**config.mk**
```make
export PLATFORM = sky130hd
export DESIGN_NAME = bridge_pwm
export DESIGN_NICKNAME = d
export VERILOG_FILES = /design/src/core/bridge_pwm_pkg.sv /design/src/core/deadband_delay.sv /design/src/core/bridge_pwm.sv
export SDC_FILE = /design/constraint.sdc
export NUM_CORES = 1
export LEC_CHECK = 0
export BUFFER_PORTS_ARGS = -buffer_cell sky130_fd_sc_hd__buf_2
export CELL_PAD_IN_SITES_DETAIL_PLACEMENT = 1
export CELL_PAD_IN_SITES_GLOBAL_PLACEMENT = 2
export CORE_MARGIN = 2
export CORE_UTILIZATION = 36
export CTS_CLUSTER_DIAMETER = 40
export DETAILED_ROUTE_END_ITERATION = 7
export PLACE_DENSITY_LB_ADDON = 0.1
export SYNTH_ARGS = -nofsm -noshare
export SYNTH_HDL_FRONTEND = slang
export SYNTH_HIERARCHICAL = 1
export SYNTH_SLANG_ARGS = --single-unit
```
**constraint.sdc**
```tcl
create_clock -name pclk -period 4.29 [get_ports pclk]
set_input_delay 0.429 -clock pclk [delete_from_list [all_inputs] [get_ports pclk]]
set_output_delay 0.429 -clock pclk [all_outputs]
set_load 0.03 [all_outputs]
```
**src/core/bridge_pwm_pkg.sv**
```systemverilog
// Constants for the full-bridge PWM steering block.
package bridge_pwm_pkg;
    localparam int ADDR_W = 8;
    // Register byte offsets.
    localparam logic [7:0] OFS_CONTROL = 8'h00;
    localparam logic [7:0] OFS_DUTY_HIGH = 8'h04;
    localparam logic [7:0] OFS_DEADBAND = 8'h08;
    localparam logic [7:0] OFS_PERIOD = 8'h0C;
    localparam logic [7:0] OFS_PORT_LATCH = 8'h10;
    localparam logic [7:0] OFS_DIRECTION = 8'h14;
    localparam logic [7:0] OFS_STATUS = 8'h18;
    // Reset values.
    localparam logic [7:0] RST_CONTROL = 8'h00;
    localparam logic [7:0] RST_DUTY_HIGH = 8'h00;
    localparam logic [6:0] RST_DEADBAND = 7'h00;
    localparam logic [9:0] RST_PERIOD = 10'h0FF;
    localparam logic [3:0] RST_PORT_LATCH = 4'h0;
    localparam logic [3:0] RST_DIRECTION = 4'hF;
    // Control register field positions; PRESC_LSB is the prescale field in the period register.
    localparam int CFG_LSB = 6;
    localparam int DUTY_LOW_LSB = 4;
    localparam int MODE_LSB = 0;
    localparam int PRESC_LSB = 8;
    // Steering configuration codes.
    localparam logic [1:0] STEER_SINGLE = 2'b00;
    localparam logic [1:0] STEER_FULL_FWD = 2'b01;
    localparam logic [1:0] STEER_HALF = 2'b10;
    localparam logic [1:0] STEER_FULL_REV = 2'b11;
    // Mode nibble values 4'hC..4'hF enable PWM; bit 1 inverts A/C, bit 0 inverts B/D.
    localparam logic [1:0] MODE_PWM_HI = 2'b11;
    // Prescale select codes and factors.
    localparam logic [1:0] PRESC_1 = 2'b00;
    localparam logic [1:0] PRESC_4 = 2'b01;
    localparam logic [4:0] PRESC_LIM_1 = 5'h00;
    localparam logic [4:0] PRESC_LIM_4 = 5'h03;
    localparam logic [4:0] PRESC_LIM_16 = 5'h0F;
    // Dead band unit in oscillator periods.
    localparam int DB_UNIT_CYCLES = 4;
endpackage : bridge_pwm_pkg

```
**src/core/deadband_delay.sv**
```systemverilog
// Rising-edge delay that forms the half-bridge dead band.
`timescale 1ns/100ps
module deadband_delay
    import bridge_pwm_pkg::*;
(
    // Clock and reset.
    input wire logic pclk,
    input wire logic presetn,
    // Signal and delay count.
    input wire logic sig_in,
    input wire logic [6:0] count,
    output logic sig_out
);
    logic [8:0] cnt_reg;
    logic [8:0] cnt_next;
    logic out_reg;
    logic out_next;
    logic [8:0] target;
    logic [9:0] hi_run_reg;

    assign target = 9'(count * DB_UNIT_CYCLES);
    assign sig_out = out_reg;

    // Delay rise by four clocks per count.
    always_comb begin
        cnt_next = cnt_reg;
        out_next = out_reg;
        if (!sig_in) begin
            cnt_next = 9'h000;
            out_next = 1'b0;
        end else if (!out_reg) begin
            if (cnt_reg >= target) begin
                out_next = 1'b1;
            end else begin
                cnt_next = cnt_reg + 9'h001;
            end
        end
    end

    always_ff @(posedge pclk or negedge presetn) begin
        if (!presetn) begin
            cnt_reg <= 9'h000;
            out_reg <= 1'b0;
            hi_run_reg <= 10'h000;
        end else begin
            cnt_reg <= cnt_next;
            out_reg <= out_next;
            hi_run_reg <= sig_in ? hi_run_reg + 10'h001 : 10'h000;
        end
    end

    a_deadband_rise: assert property (@(posedge pclk) disable iff (!presetn)
        ($rose(out_reg) && $stable(count)) |-> (hi_run_reg == {1'b0, target} + 10'h001))
        else $error("Dead band rise came at the wrong cycle.");
    a_deadband_fall: assert property (@(posedge pclk) disable iff (!presetn)
        !sig_in |=> !out_reg)
        else $error("Dead band output did not fall with its input.");
endmodule : deadband_delay

```
**src/core/bridge_pwm.sv**
```systemverilog
// PWM generator with single, half-bridge and full-bridge output steering behind APB.
//
// Added by the designer: the APB register port and the address map.
`timescale 1ns/100ps
module bridge_pwm
    import bridge_pwm_pkg::*;
(
    // Clock and reset.
    input wire logic pclk,
    input wire logic presetn,
    // APB slave.
    input wire logic [ADDR_W-1:0] paddr,
    input wire logic psel,
    input wire logic penable,
    input wire logic pwrite,
    input wire logic [31:0] pwdata,
    output logic [31:0] prdata,
    output logic pready,
    output logic pslverr,
    // Bridge pins.
    output logic bridge_out_a,
    output logic bridge_out_b,
    output logic bridge_out_c,
    output logic bridge_out_d,
    output logic pin_oe_a,
    output logic pin_oe_b,
    output logic pin_oe_c,
    output logic pin_oe_d
);
    logic [7:0] ctrl_reg, ctrl_next;
    logic [7:0] duty_reg, duty_next;
    logic [6:0] db_reg, db_next;
    logic [9:0] period_reg, period_next;
    logic [3:0] latch_reg, latch_next;
    logic [3:0] dir_reg, dir_next;
    logic [31:0] prdata_reg, prdata_next;
    logic [4:0] presc_reg, presc_next;
    logic [9:0] fine_reg, fine_next;
    logic pwm_reg, pwm_next;
    logic [3:0] pin_reg, pin_next;
    logic mapped;
    logic wr_en;
    logic [1:0] steer_config;
    logic steer_active;
    logic [9:0] duty10;
    logic [4:0] presc_lim;
    logic [9:0] fine_end;
    logic half_a, half_b;
    logic raw_a, raw_b, raw_c, raw_d;
    logic [3:0] used_mask;
    logic [3:0] steered;

    assign steer_config = ctrl_reg[CFG_LSB +: 2];
    assign steer_active = (ctrl_reg[MODE_LSB+2 +: 2] == MODE_PWM_HI);
    assign duty10 = {duty_reg, ctrl_reg[DUTY_LOW_LSB +: 2]};
    assign fine_end = {period_reg[7:0], 2'b11};

    // APB: one wait-free access; read data is captured in the setup cycle.
    always_comb begin
        if (paddr == OFS_CONTROL) mapped = 1'b1;
        else if (paddr == OFS_DUTY_HIGH) mapped = 1'b1;
        else if (paddr == OFS_DEADBAND) mapped = 1'b1;
        else if (paddr == OFS_PERIOD) mapped = 1'b1;
        else if (paddr == OFS_PORT_LATCH) mapped = 1'b1;
        else if (paddr == OFS_DIRECTION) mapped = 1'b1;
        else if (paddr == OFS_STATUS) mapped = 1'b1;
        else mapped = 1'b0;
    end
    assign pready = 1'b1;
    assign pslverr = psel && penable && !mapped;
    assign wr_en = psel && penable && pwrite && mapped;
    assign prdata = prdata_reg;

    always_comb begin
        ctrl_next = ctrl_reg;
        duty_next = duty_reg;
        db_next = db_reg;
        period_next = period_reg;
        latch_next = latch_reg;
        dir_next = dir_reg;
        prdata_next = prdata_reg;
        if (wr_en) begin
            if (paddr == OFS_CONTROL) ctrl_next = pwdata[7:0];
            else if (paddr == OFS_DUTY_HIGH) duty_next = pwdata[7:0];
            else if (paddr == OFS_DEADBAND) db_next = pwdata[6:0];
            else if (paddr == OFS_PERIOD) period_next = pwdata[9:0];
            else if (paddr == OFS_PORT_LATCH) latch_next = pwdata[3:0];
            else if (paddr == OFS_DIRECTION) dir_next = pwdata[3:0];
        end
        if (psel && !penable && !pwrite) begin
            if (paddr == OFS_CONTROL) prdata_next = {24'h000000, ctrl_reg};
            else if (paddr == OFS_DUTY_HIGH) prdata_next = {24'h000000, duty_reg};
            else if (paddr == OFS_DEADBAND) prdata_next = {25'h0, db_reg};
            else if (paddr == OFS_PERIOD) prdata_next = {22'h0, period_reg};
            else if (paddr == OFS_PORT_LATCH) prdata_next = {28'h0000000, latch_reg};
            else if (paddr == OFS_DIRECTION) prdata_next = {28'h0000000, dir_reg};
            else if (paddr == OFS_STATUS) prdata_next = {16'h0000, pin_reg, 1'b0, pwm_reg, fine_reg};
            else prdata_next = 32'h00000000;
        end
    end

    // Prescaled timebase; high while count is below duty.
    always_comb begin
        if (period_reg[PRESC_LSB +: 2] == PRESC_1) presc_lim = PRESC_LIM_1;
        else if (period_reg[PRESC_LSB +: 2] == PRESC_4) presc_lim = PRESC_LIM_4;
        else presc_lim = PRESC_LIM_16;
        presc_next = presc_reg;
        fine_next = fine_reg;
        if (!steer_active) begin
            // Parked on the last tick, so the first enabled cycle opens a full-length count zero.
            presc_next = presc_lim;
            fine_next = fine_end;
        end else if (presc_reg >= presc_lim) begin
            presc_next = 5'h00;
            fine_next = (fine_reg >= fine_end) ? 10'h000 : fine_reg + 10'h001;
        end else begin
            presc_next = presc_reg + 5'h01;
        end
        pwm_next = steer_active && (fine_next < duty10);
    end

    // Complementary half-bridge edges each get the dead band.
    deadband_delay u_db_a (
        .pclk(pclk),
        .presetn(presetn),
        .sig_in(pwm_reg),
        .count(db_reg),
        .sig_out(half_a)
    );
    deadband_delay u_db_b (
        .pclk(pclk),
        .presetn(presetn),
        .sig_in(steer_active && !pwm_reg),
        .count(db_reg),
        .sig_out(half_b)
    );

    // Route the waveform by steering configuration.
    always_comb begin
        raw_a = 1'b0;
        raw_b = 1'b0;
        raw_c = 1'b0;
        raw_d = 1'b0;
        used_mask = 4'h1;
        case (steer_config)
            STEER_SINGLE: begin
                raw_a = pwm_reg;
            end
            STEER_HALF: begin
                raw_a = half_a;
                raw_b = half_b;
                used_mask = 4'h3;
            end
            STEER_FULL_FWD: begin
                raw_a = 1'b1;
                raw_d = pwm_reg;
                used_mask = 4'hF;
            end
            default: begin
                raw_c = 1'b1;
                raw_b = pwm_reg;
                used_mask = 4'hF;
            end
        endcase
        // Mode bit 1 makes A and C active low, bit 0 makes B and D active low.
        steered[0] = raw_a ^ ctrl_reg[MODE_LSB+1];
        steered[1] = raw_b ^ ctrl_reg[MODE_LSB];
        steered[2] = raw_c ^ ctrl_reg[MODE_LSB+1];
        steered[3] = raw_d ^ ctrl_reg[MODE_LSB];
    end

    // Pin multiplexer between PWM and port latch.
    always_comb begin
        for (int i = 0; i < 4; i++) begin
            pin_next[i] = (steer_active && used_mask[i]) ? steered[i] : latch_reg[i];
        end
    end

    always_ff @(posedge pclk or negedge presetn) begin
        if (!presetn) begin
            ctrl_reg <= RST_CONTROL;
            duty_reg <= RST_DUTY_HIGH;
            db_reg <= RST_DEADBAND;
            period_reg <= RST_PERIOD;
            latch_reg <= RST_PORT_LATCH;
            dir_reg <= RST_DIRECTION;
            prdata_reg <= 32'h00000000;
            presc_reg <= 5'h00;
            fine_reg <= 10'h000;
            pwm_reg <= 1'b0;
            pin_reg <= 4'h0;
        end else begin
            ctrl_reg <= ctrl_next;
            duty_reg <= duty_next;
            db_reg <= db_next;
            period_reg <= period_next;
            latch_reg <= latch_next;
            dir_reg <= dir_next;
            prdata_reg <= prdata_next;
            presc_reg <= presc_next;
            fine_reg <= fine_next;
            pwm_reg <= pwm_next;
            pin_reg <= pin_next;
        end
    end

    assign bridge_out_a = pin_reg[0];
    assign bridge_out_b = pin_reg[1];
    assign bridge_out_c = pin_reg[2];
    assign bridge_out_d = pin_reg[3];
    // A pin drives only once software has cleared its direction bit.
    assign pin_oe_a = !dir_reg[0];
    assign pin_oe_b = !dir_reg[1];
    assign pin_oe_c = !dir_reg[2];
    assign pin_oe_d = !dir_reg[3];

    // Helper: length of the last high pulse, and whether no write disturbed it.
    logic [15:0] hi_len_reg;
    logic quiet_reg;
    always_ff @(posedge pclk or negedge presetn) begin
        if (!presetn) begin
            hi_len_reg <= 16'h0000;
            quiet_reg <= 1'b0;
        end else begin
            hi_len_reg <= pwm_reg ? hi_len_reg + 16'h0001 : 16'h0000;
            if (wr_en) quiet_reg <= 1'b0;
            else if (steer_active && presc_reg >= presc_lim && fine_reg >= fine_end) quiet_reg <= 1'b1;
        end
    end

    a_pulse_width: assert property (@(posedge pclk) disable iff (!presetn)
        ($fell(pwm_reg) && quiet_reg && duty10 <= fine_end) |->
        (hi_len_reg == 16'(duty10) * 16'(presc_lim + 5'h01)))
        else $error("PWM pulse width does not match duty times prescale.");
    a_single_route: assert property (@(posedge pclk) disable iff (!presetn)
        (steer_active && steer_config == STEER_SINGLE) |->
        (raw_a == pwm_reg && !raw_b && !raw_c && !raw_d))
        else $error("Single output steering routed wrongly.");
    a_half_compl: assert property (@(posedge pclk) disable iff (!presetn)
        (steer_active && steer_config == STEER_HALF) |-> !(raw_a && raw_b))
        else $error("Half-bridge outputs overlap.");
    a_fwd_levels: assert property (@(posedge pclk) disable iff (!presetn)
        (steer_active && steer_config == STEER_FULL_FWD && $stable(ctrl_reg)) |=>
        (bridge_out_a == !$past(ctrl_reg[1]) && bridge_out_b == $past(ctrl_reg[0]) &&
         bridge_out_c == $past(ctrl_reg[1]) && bridge_out_d == ($past(pwm_reg) ^ $past(ctrl_reg[0]))))
        else $error("Forward full-bridge levels wrong.");
    a_rev_levels: assert property (@(posedge pclk) disable iff (!presetn)
        (steer_active && steer_config == STEER_FULL_REV && $stable(ctrl_reg)) |=>
        (bridge_out_c == !$past(ctrl_reg[1]) && bridge_out_a == $past(ctrl_reg[1]) &&
         bridge_out_d == $past(ctrl_reg[0]) && bridge_out_b == ($past(pwm_reg) ^ $past(ctrl_reg[0]))))
        else $error("Reverse full-bridge levels wrong.");
    a_full_all_pins: assert property (@(posedge pclk) disable iff (!presetn)
        (steer_active && steer_config[0]) |=> (pin_reg == $past(steered)))
        else $error("Full-bridge left a pin to the port latch.");
    a_pin_mux_idle: assert property (@(posedge pclk) disable iff (!presetn)
        !steer_active |=> (pin_reg == $past(latch_reg)))
        else $error("Pins do not follow the port latch while steering is off.");
endmodule : bridge_pwm

```
==> results.txt, run 1 <==
- The flow ran to the end, and the final reports show no timing, DRC or antenna violations.
* Arrival time at the worst endpoint: 4.13 ns
* Drt drc: 0
* TritonCTS clock tree: built
* Placed inst area: 6130 um^2
- The total overflow left after global routing is 0.
- Starting utilization of the core area: 36.5%
- The tool flagged a number of max-cap violations equal to 0.
- The routed design has 15700 um of wire.
* Top achievable clock speed: 259 MHz
* Number of DRC violations after detailed-routing iteration 0: 155
* Multi-input gate area: 3010 um^2
- Largest net degree at the start of global routing: 61
- In the synthesized netlist the dominant register cell turns out to be sky130_fd_sc_hd__dfrtp_1.
- Number of unique standard cell types used by synthesis: 60
* Overall global routing resource usage: 19.4%
- 0 antenna diodes ended up in the layout.
* Kind of critical path: reg -> reg
- The analysis attributes to cell leakage a power of 2.94 nW.
- # Post-CTS Setup Buffers: 0
* Layout filler cell count: 1820
- Count of flip-flops with a built-in enable after synthesis: 0
- Filler-free cell count of the finished design: 849
- WL/cell: 18.5 um
- Data on the critical path is required at its endpoint by 4.55 ns.
* Sum Neg Setup Slack: 0 ns
- Post-synth ARST share: 100%
- STA classifies the critical path endpoint as a flip-flop.
- Post-Route Hold Slack: 0.150 ns
* Count of instances resized after the clock tree is built: 0
* Total power per unit cell area: 291 nW/um^2
- Along the worst path, the maximum fanout reaches 5.
- Vias in the first global route: 4448
- The number of endpoints with negative hold slack in the final report came to 0.
- Setup violations remaining at the end of the flow were counted as 0.
- Once routing completed, OpenROAD measured the worst setup slack at 0.429 ns.
- The clock tree synthesis step divided the H-tree into 3 levels.
- Cell area after technology mapping: 5740 um^2
* TritonCTS Buffers: 9
* Flop and latch count out of synthesis: 96
- Ratio of final minimum period to clock period: 90.0%
* Clock slew at reported path FFs: 0.07 ns
- For this run, the post-layout net count is 714.
* Worst skew pair latency: 0.35 ns
- Area of the die: 17000 um^2
- Num Clock Sinks: 96
- Die Span X: 130 um
* Global-route wire length before repair: 24600 um
* Die Y-Extent: 130 um
- Standard cell core area: 15700 um^2
- Of the cells placed in the final design, the portion with a size suffix greater than 1 is 21.0%.
- The routed layout has 4326 vias.
- Average cell area after synthesis: 9.81 um^2
- The register with the most flip-flops in the layout has 15 of them.
- Final HPWL from detailed placement: 11800 um
- Worst relative slew slack: 38.8%
- Routability-driven placement finished with a final weighted congestion of 0.808.
- Final Instance Area: 6420 um^2
- The completed layout was analyzed and its total power is 1.87 mW.
- Final antenna-violating net count: 0
* Root buffer selected by CTS: sky130_fd_sc_hd__clkbuf_16
* Num rows: 46
- Unrepaired setup endpoints after global routing: false
- Yosys synthesis warning count: 6
- In the routed layout, each cell is associated on average with a via count of 5.10.
* Gate Count Post-Synth: 585
* Utilization of the core after routing: 40.9%
- Initial antenna violation count: 0
* Max-slew violation total from the final report: 0
- Number of hold buffers added after CTS: 0
- Across the VDD grid, the largest voltage drop is 0.182 mV.
- Placed cells: 833
* Final min period: 3.86 ns
- Count of TritonRoute iterations in the first routing pass: 4
* Syn-to-layout area delta: 11.9%
- STA classifies the critical path startpoint as a flip-flop.
* Number of I/O pins: 87
- For the pin with the worst max-slew slack, the measured transition is 0.915 ns.
- Clock skew: 0.00922 ns
- Hold crit path type: in -> async
- Maximum buffer depth of the clock tree: 2
- Port Buf Inserts: 46
* Share of synthesized area occupied by flip-flops and latches: 42.1%
- Timing analysis after detailed placement gives a worst setup slack of 0.321 ns.
* Area of all sequential standard cells: 2420 um^2
cells in the mapped netlist, types with 3 or more instances:
library cell	n	area, um^2
sky130_fd_sc_hd__and3_1	3	18.8
sky130_fd_sc_hd__a211oi_1	13	97.6
sky130_fd_sc_hd__nor2_1	25	93.8
sky130_fd_sc_hd__a22oi_1	4	30.0
sky130_fd_sc_hd__a21oi_1	20	100
sky130_fd_sc_hd__inv_1	47	176
sky130_fd_sc_hd__o31ai_1	6	45.0
sky130_fd_sc_hd__nor2b_1	9	56.3
sky130_fd_sc_hd__mux2i_1	22	220
sky130_fd_sc_hd__nand2_1	69	259
sky130_fd_sc_hd__clkbuf_1	11	41.3
sky130_fd_sc_hd__o22ai_1	11	68.8
sky130_fd_sc_hd__dfstp_2	12	315
sky130_fd_sc_hd__xor2_1	5	43.8
sky130_fd_sc_hd__mux2_2	37	417
sky130_fd_sc_hd__ha_1	41	513
sky130_fd_sc_hd__nor4_1	3	18.8
sky130_fd_sc_hd__nor3_1	6	30.0
sky130_fd_sc_hd__a21o_1	6	45.0
sky130_fd_sc_hd__buf_4	18	135
sky130_fd_sc_hd__dfrtp_1	84	2100
sky130_fd_sc_hd__o21ai_0	28	140
sky130_fd_sc_hd__xnor2_1	11	96.3
sky130_fd_sc_hd__o21ai_1	3	15.0
sky130_fd_sc_hd__nand2b_1	12	75.1
sky130_fd_sc_hd__nand3_1	16	80.1
sky130_fd_sc_hd__and2_1	7	43.8
sky130_fd_sc_hd__nand4_1	11	68.8
sky130_fd_sc_hd__a221oi_1	4	35.0
sky130_fd_sc_hd__buf_2	4	20.0
sky130_fd_sc_hd__nand2_2	3	18.8
power by group:
part / switching [mW] / internal [mW] / total (mW)
Sequential: 0.0104 / 0.916 / 0.926
Clock: 0.384 / 0.400 / 0.784
Combinational: 0.113 / 0.0451 / 0.158
cells in the final DEF, fill, tap and decap left out, types with 3 or more instances in the layout:
cell                        Yosys  final
sky130_fd_sc_hd__buf_2          4     45
sky130_fd_sc_hd__clkbuf_16      0      9
sky130_fd_sc_hd__a21oi_1       20     20
sky130_fd_sc_hd__dfrtp_1       84     84
sky130_fd_sc_hd__xor2_1         5      5
sky130_fd_sc_hd__and3_1         3      3
sky130_fd_sc_hd__xnor2_1       11     11
sky130_fd_sc_hd__a22oi_1        4      4
sky130_fd_sc_hd__o21ai_0       28     28
sky130_fd_sc_hd__nor3_1         6      6
sky130_fd_sc_hd__nand2b_1      12     12
sky130_fd_sc_hd__nor2_1        25     25
sky130_fd_sc_hd__and2_1         7      7
sky130_fd_sc_hd__o21ai_1        3      3
sky130_fd_sc_hd__inv_1         47     47
sky130_fd_sc_hd__dfstp_2       12     12
sky130_fd_sc_hd__ha_1          41     41
sky130_fd_sc_hd__a211oi_1      13     13
sky130_fd_sc_hd__a21o_1         6      6
sky130_fd_sc_hd__nor2b_1        9      9
sky130_fd_sc_hd__mux2_2        37     37
sky130_fd_sc_hd__a221oi_1       4      4
sky130_fd_sc_hd__nand3_1       16     16
sky130_fd_sc_hd__nor4_1         3      3
sky130_fd_sc_hd__nand4_1       11     11
sky130_fd_sc_hd__nand2_1       69     69
sky130_fd_sc_hd__nand2_2        3      3
sky130_fd_sc_hd__inv_6          0      3
sky130_fd_sc_hd__o31ai_1        6      6
sky130_fd_sc_hd__buf_4         18      6
sky130_fd_sc_hd__mux2i_1       22     22
sky130_fd_sc_hd__o22ai_1       11     11
sky130_fd_sc_hd__conb_1         2     18
area by class of cell:
class | instances | share of cell area, %
clock inverters | 7 | 0.858
inverters | 47 | 2.75
clock buffers | 9 | 3.51
flip-flops and latches | 96 | 37.7
well taps | 216 | 4.21
repair buffers | 51 | 4.21
multi-input cells | 423 | 46.8
metal layers:
layer / global-route usage, % / share of wire (%) / vias up
met5: 0 / 0 / -
met3: 2.87 / 3.0 / 19
met4: 6.83 / 2.1 / 0
met2: 32.4 / 48 / 74
li1: - / - / 2115
met1: 25.6 / 47 / 2118
worst paths after layout:
kind / startpoint / end / slack (ns) / cells after the start
max: period_reg[9]$_DFFE_PN0P_ / pwm_reg$_DFF_PN0_ / 0.43 / 15
min: presetn / presc_reg[4]$_DFF_PN0_ / 0.15 / 1
max reg2reg: period_reg[9]$_DFFE_PN0P_ / pwm_reg$_DFF_PN0_ / 0.43 / 15
min reg2reg: prdata[15]$_DFFE_PN0P_ / prdata[15]$_DFFE_PN0P_ / 0.48 / 2
max in group asynchronous: presetn / period_reg[5]$_DFFE_PN1P_ / 3.11 / 2
min in group pclk: pwdata[9] / period_reg[9]$_DFFE_PN0P_ / 0.31 / 2
worst max-delay path, cell delays in order, from the launching register on:
cell and delay (ns):
sky130_fd_sc_hd__dfrtp_1 0.43, sky130_fd_sc_hd__nor2_1 0.30, sky130_fd_sc_hd__inv_1 0.10, sky130_fd_sc_hd__ha_1 0.30, sky130_fd_sc_hd__nor2b_1 0.04, sky130_fd_sc_hd__o21ai_0 0.30, sky130_fd_sc_hd__nand4_1 0.20, sky130_fd_sc_hd__or3_1 0.42
sky130_fd_sc_hd__xor2_1 0.16, sky130_fd_sc_hd__o22ai_1 0.19, sky130_fd_sc_hd__ha_1 0.29, sky130_fd_sc_hd__a21o_1 0.17, sky130_fd_sc_hd__a21o_1 0.20, sky130_fd_sc_hd__a2111oi_2 0.42, sky130_fd_sc_hd__nand3b_1 0.11, sky130_fd_sc_hd__o21ai_0 0.17
cells by family (layout without fill, tap and decap cells):
group | after synthesis | after routing | synth area share (%)
xor gates and xnor gates | 16 | 16 | 2.44
muxes | 60 | 60 | 11.5
adders and majority gates | 41 | 41 | 8.94
DFF | 96 | 96 | 42.1
and+or+nand+nor | 175 | 175 | 15.2
other | 2 | 18 | 0.131
buffers and inverters | 82 | 114 | 6.65
AOI/OAI and AO/OA | 113 | 113 | 13.0
(Power assumes the default switching activity.)
==> run 2: changes to the inputs <==
--- a/config.mk
+++ b/config.mk
@@ -5,7 +5,7 @@
 export SDC_FILE = /design/constraint.sdc
 export NUM_CORES = 1
 export LEC_CHECK = 0
-export BUFFER_PORTS_ARGS = -buffer_cell sky130_fd_sc_hd__buf_2
+export BUFFER_PORTS_ARGS = -buffer_cell sky130_fd_sc_hd__buf_4
 export CELL_PAD_IN_SITES_DETAIL_PLACEMENT = 1
 export CELL_PAD_IN_SITES_GLOBAL_PLACEMENT = 2
 export CORE_MARGIN = 2
==> run 2 against run 1 <==
Net effect: critical path depth grew 2; clock skew shrank 0.0030 ns; via count grew 0.39%; die area is the same; critical endpoint unchanged; sequential power is essentially flat; final cell count shrank 0.12%; highest routed layer unchanged.
==> results.txt, run 2 (same netlist as run 1, synthesis figures left out) <==
- Result of the run: completed (unchanged)
- Arrival time at the worst endpoint: 4.01 ns (was 4.13 ns)
* Kind of critical path: reg -> reg (unchanged)
- The clock tree from TritonCTS is built (unchanged).
* Maximum buffer depth of the clock tree: 2 (unchanged)
- The required arrival time at the worst endpoint is 4.56 ns (was 4.55 ns).
- The clock tree root driver cell is sky130_fd_sc_hd__clkbuf_16 (unchanged).
- Worst setup SP type: flip-flop (unchanged)
- Vias in the first global route: 4479 (was 4448)
* Most common library cell in the layout ignoring fill and taps: sky130_fd_sc_hd__dfrtp_1 (unchanged)
- The area of combinational cells with multiple inputs was 3010 um^2 (about the same).
- Largest net degree at the start of global routing: 61 (unchanged)
- The number of buffers added on ports came to 46 (unchanged).
- Cells on worst reg2reg path: 17 (was 15)
* Ratio of final minimum period to clock period: 87.1% (was 90.0%)
- The count of H-tree levels built during CTS came to 3 (unchanged).
- The post-cts hold buffer count is 0 (unchanged).
* Starting utilization of the core area: 36.5% (unchanged)
- The worst-path cell with the longest stage delay was sky130_fd_sc_hd__dfrtp_1 (unchanged).
- The number of ports placed on the die boundary was 87 (unchanged).
- Clock slew at reported path FFs: 0.07 ns (about the same)
* Crit-path cells: nor2_1 -> inv_1 -> ha_1 -> nor2b_1 -> o21ai_0 -> nand2_1 -> buf_4 -> nor3_1 -> o21ai_0 -> a22oi_1 -> ha_1 -> a21o_1 -> nand3_1 -> a21oi_1 -> a2111oi_2 -> nand3b_1 -> o21ai_0 (was nor2_1 -> inv_1 -> ha_1 -> nor2b_1 -> o21ai_0 -> nand4_1 -> or3_1 -> xor2_1 -> o22ai_1 -> ha_1 -> a21o_1 -> a21o_1 -> a2111oi_2 -> nand3b_1 -> o21ai_0)
* Layout filler cell count: 1804 (was 1820)
* Overall global routing resource usage: 19.5% (was 19.4%)
* Die Y-Extent: 130 um (unchanged)
- The power density over the cells is 317 nW/um^2 (was 291 nW/um^2).
* Clock skew: 0.00626 ns (was 0.00922 ns)
* Hold crit path type: in -> async (unchanged)
- The kind of end point of the critical path is a flip-flop (unchanged).
- Most frequent cell on the critical path: sky130_fd_sc_hd__o21ai_0
* Worst relative slew slack: 38.5% (was 38.8%)
* Max-slew violation total from the final report: 0 (unchanged)
- The DRC violations left was 0 (unchanged).
- Final min period: 3.74 ns (was 3.86 ns)
- TritonCTS Buffers: 9 (unchanged)
- The flip-flop count of the largest register after layout was 15 (unchanged).
- The highest clock rate is 268 MHz (was 259 MHz).
- The post-placement cell count came to 832 (was 833).
- Cell depth of the worst setup path: 17 (was 15)
- The worst vdd rail ir drop was 0.152 mV (was 0.182 mV).
* Grt ovf: 0 (unchanged)
- Slowest stage delay, CP: 0.42 ns (was 0.43 ns)
* Setup violation total in the final timing report: 0 (unchanged)
- The number of endpoints with negative hold slack in the final report was 0 (unchanged).
- The routability-driven placement congestion ratio was 0.809 (was 0.808).
* Commonest cells after routing, fill and taps aside: 84 x sky130_fd_sc_hd__dfrtp_1, 69 x sky130_fd_sc_hd__nand2_1, 50 x sky130_fd_sc_hd__buf_4, 47 x sky130_fd_sc_hd__inv_1, 41 x sky130_fd_sc_hd__ha_1 (was 84 x sky130_fd_sc_hd__dfrtp_1, 69 x sky130_fd_sc_hd__nand2_1, 47 x sky130_fd_sc_hd__inv_1, 45 x sky130_fd_sc_hd__buf_2, 41 x sky130_fd_sc_hd__ha_1)
- The overall power consumption is 2.10 mW (was 1.87 mW).
- Initial antenna violation count: 0 (unchanged)
- Post-Route Hold Slack: 0.157 ns (was 0.150 ns)
- Die Span X: 130 um (unchanged)
- The relative area change from synthesis to final layout is 15.3% (was 11.9%).
- The violation count after the first detailed-route iteration was 121 (was 155).
* Area of the die: 17000 um^2 (unchanged)
* Worst skew pair latency: 0.35 ns (about the same)
* CP bufs+invs: 2 (was 1)
- Cell family with most CP delay: compound AO/OA/AOI/OAI gates (unchanged)
* Area of all sequential standard cells: 2420 um^2 (unchanged)
* Worst flop-to-flop path startpoint: period_reg[9]$_DFFE_PN0P_ (unchanged)
* Detailed-route wire length: 15500 um (was 15700 um)
* Via Count: 4343 (was 4326)
- The post-layout utilization of the core came to 42.1% (was 40.9%).
* Via/cell ratio: 5.12 (was 5.10)
* Count of TritonRoute iterations in the first routing pass: 4 (unchanged)
- The core area is 15700 um^2 (unchanged).
- The number of placement rows came to 46 (unchanged).
- The critical path startpoint was period_reg[9]$_DFFE_PN0P_ (unchanged).
* Sum Neg Setup Slack: 0 ns (unchanged)
- Final HPWL from detailed placement: 11800 um (about the same)
- Final antenna-violating net count: 0 (unchanged)
- The slew at the pin with the worst max-slew slack is 0.920 ns (was 0.915 ns).
- Global-route wire length before repair: 24800 um (was 24600 um)
* CP Max Fanout: 7 (was 5)
- The max capacitance violation total is 0 (unchanged).
* ANT cells: 0 (unchanged)
* Unrepaired setup endpoints after global routing: false (unchanged)
* # nets final: 713 (was 714)
* Filler-free cell count of the finished design: 848 (was 849)
- The cell leakage power came to 3.00 nW (was 2.94 nW).
- WL/cell: 18.3 um (was 18.5 um)
* Num Clock Sinks: 96 (unchanged)
* Share of cells above drive strength 1: 21.0% (about the same)
- The post-CTS setup-driven buffer insertion count is 0 (unchanged).
==> run 2: through the flow <==
stage	worst slack [ns]	cell area (um^2)
floorplan	0.960	5800
finish	0.555	6620
global route	0.133	6620
CTS	0.352	6610
global placement	0.538	6240
detailed placement	0.411	6240
==> run 2: worst paths after layout <==
kind                                        endpoint  slack, ns
min in group pclk          period_reg[9]$_DFFE_PN0P_       0.31
max                                pwm_reg$_DFF_PN0_       0.55
min                           presc_reg[4]$_DFF_PN0_       0.16
min reg2reg                    prdata[1]$_DFFE_PN0P_       0.48
max in group asynchronous  period_reg[6]$_DFFE_PN1P_       3.08
max reg2reg                        pwm_reg$_DFF_PN0_       0.55
==> run 2: where the power goes <==
part	total (mW)	switching (mW)	leakage, nW	internal (mW)
Clock	1.01	0.367	0.182	0.643
Sequential	0.927	0.0104	1.29	0.916
Combinational	0.164	0.112	1.53	0.0522
==> run 2: cell type report <==
cell class / count / area share (%)
clock buffer: 10 / 3.61
timing repair buffer: 50 / 5.67
clock inverter: 6 / 1.97
multi-input combinational: 423 / 45.5
inverter: 47 / 2.67
sequential: 96 / 36.5
tap: 216 / 4.08
==> run 2: layer usage <==
metal	vias to the layer above	part of all wire [%]	global-route usage (%)
met5	-	0	0
met4	0	1.9	6.96
met3	17	3.6	3.03
li1	2103	-	-
met2	88	48	32.6
met1	2135	46	25.6
==> run 2: worst register-to-register path, stage by stage (launching register included) <==
cell	delay [ns]
sky130_fd_sc_hd__dfrtp_1	0.42
sky130_fd_sc_hd__nor2_1	0.28
sky130_fd_sc_hd__inv_1	0.08
sky130_fd_sc_hd__ha_1	0.28
sky130_fd_sc_hd__nor2b_1	0.04
sky130_fd_sc_hd__o21ai_0	0.27
sky130_fd_sc_hd__nand2_1	0.24
sky130_fd_sc_hd__buf_4	0.22
sky130_fd_sc_hd__nor3_1	0.21
sky130_fd_sc_hd__o21ai_0	0.13
sky130_fd_sc_hd__a22oi_1	0.20
sky130_fd_sc_hd__ha_1	0.29
sky130_fd_sc_hd__a21o_1	0.16
sky130_fd_sc_hd__nand3_1	0.07
sky130_fd_sc_hd__a21oi_1	0.08
sky130_fd_sc_hd__a2111oi_2	0.42
sky130_fd_sc_hd__nand3b_1	0.12
sky130_fd_sc_hd__o21ai_0	0.15
==> run 2: timing repair <==
item                                    CTS  global route
hold endpoints to repair                  0             0
endpoints found under the setup margin    0             1
gates resized for setup                   0             3
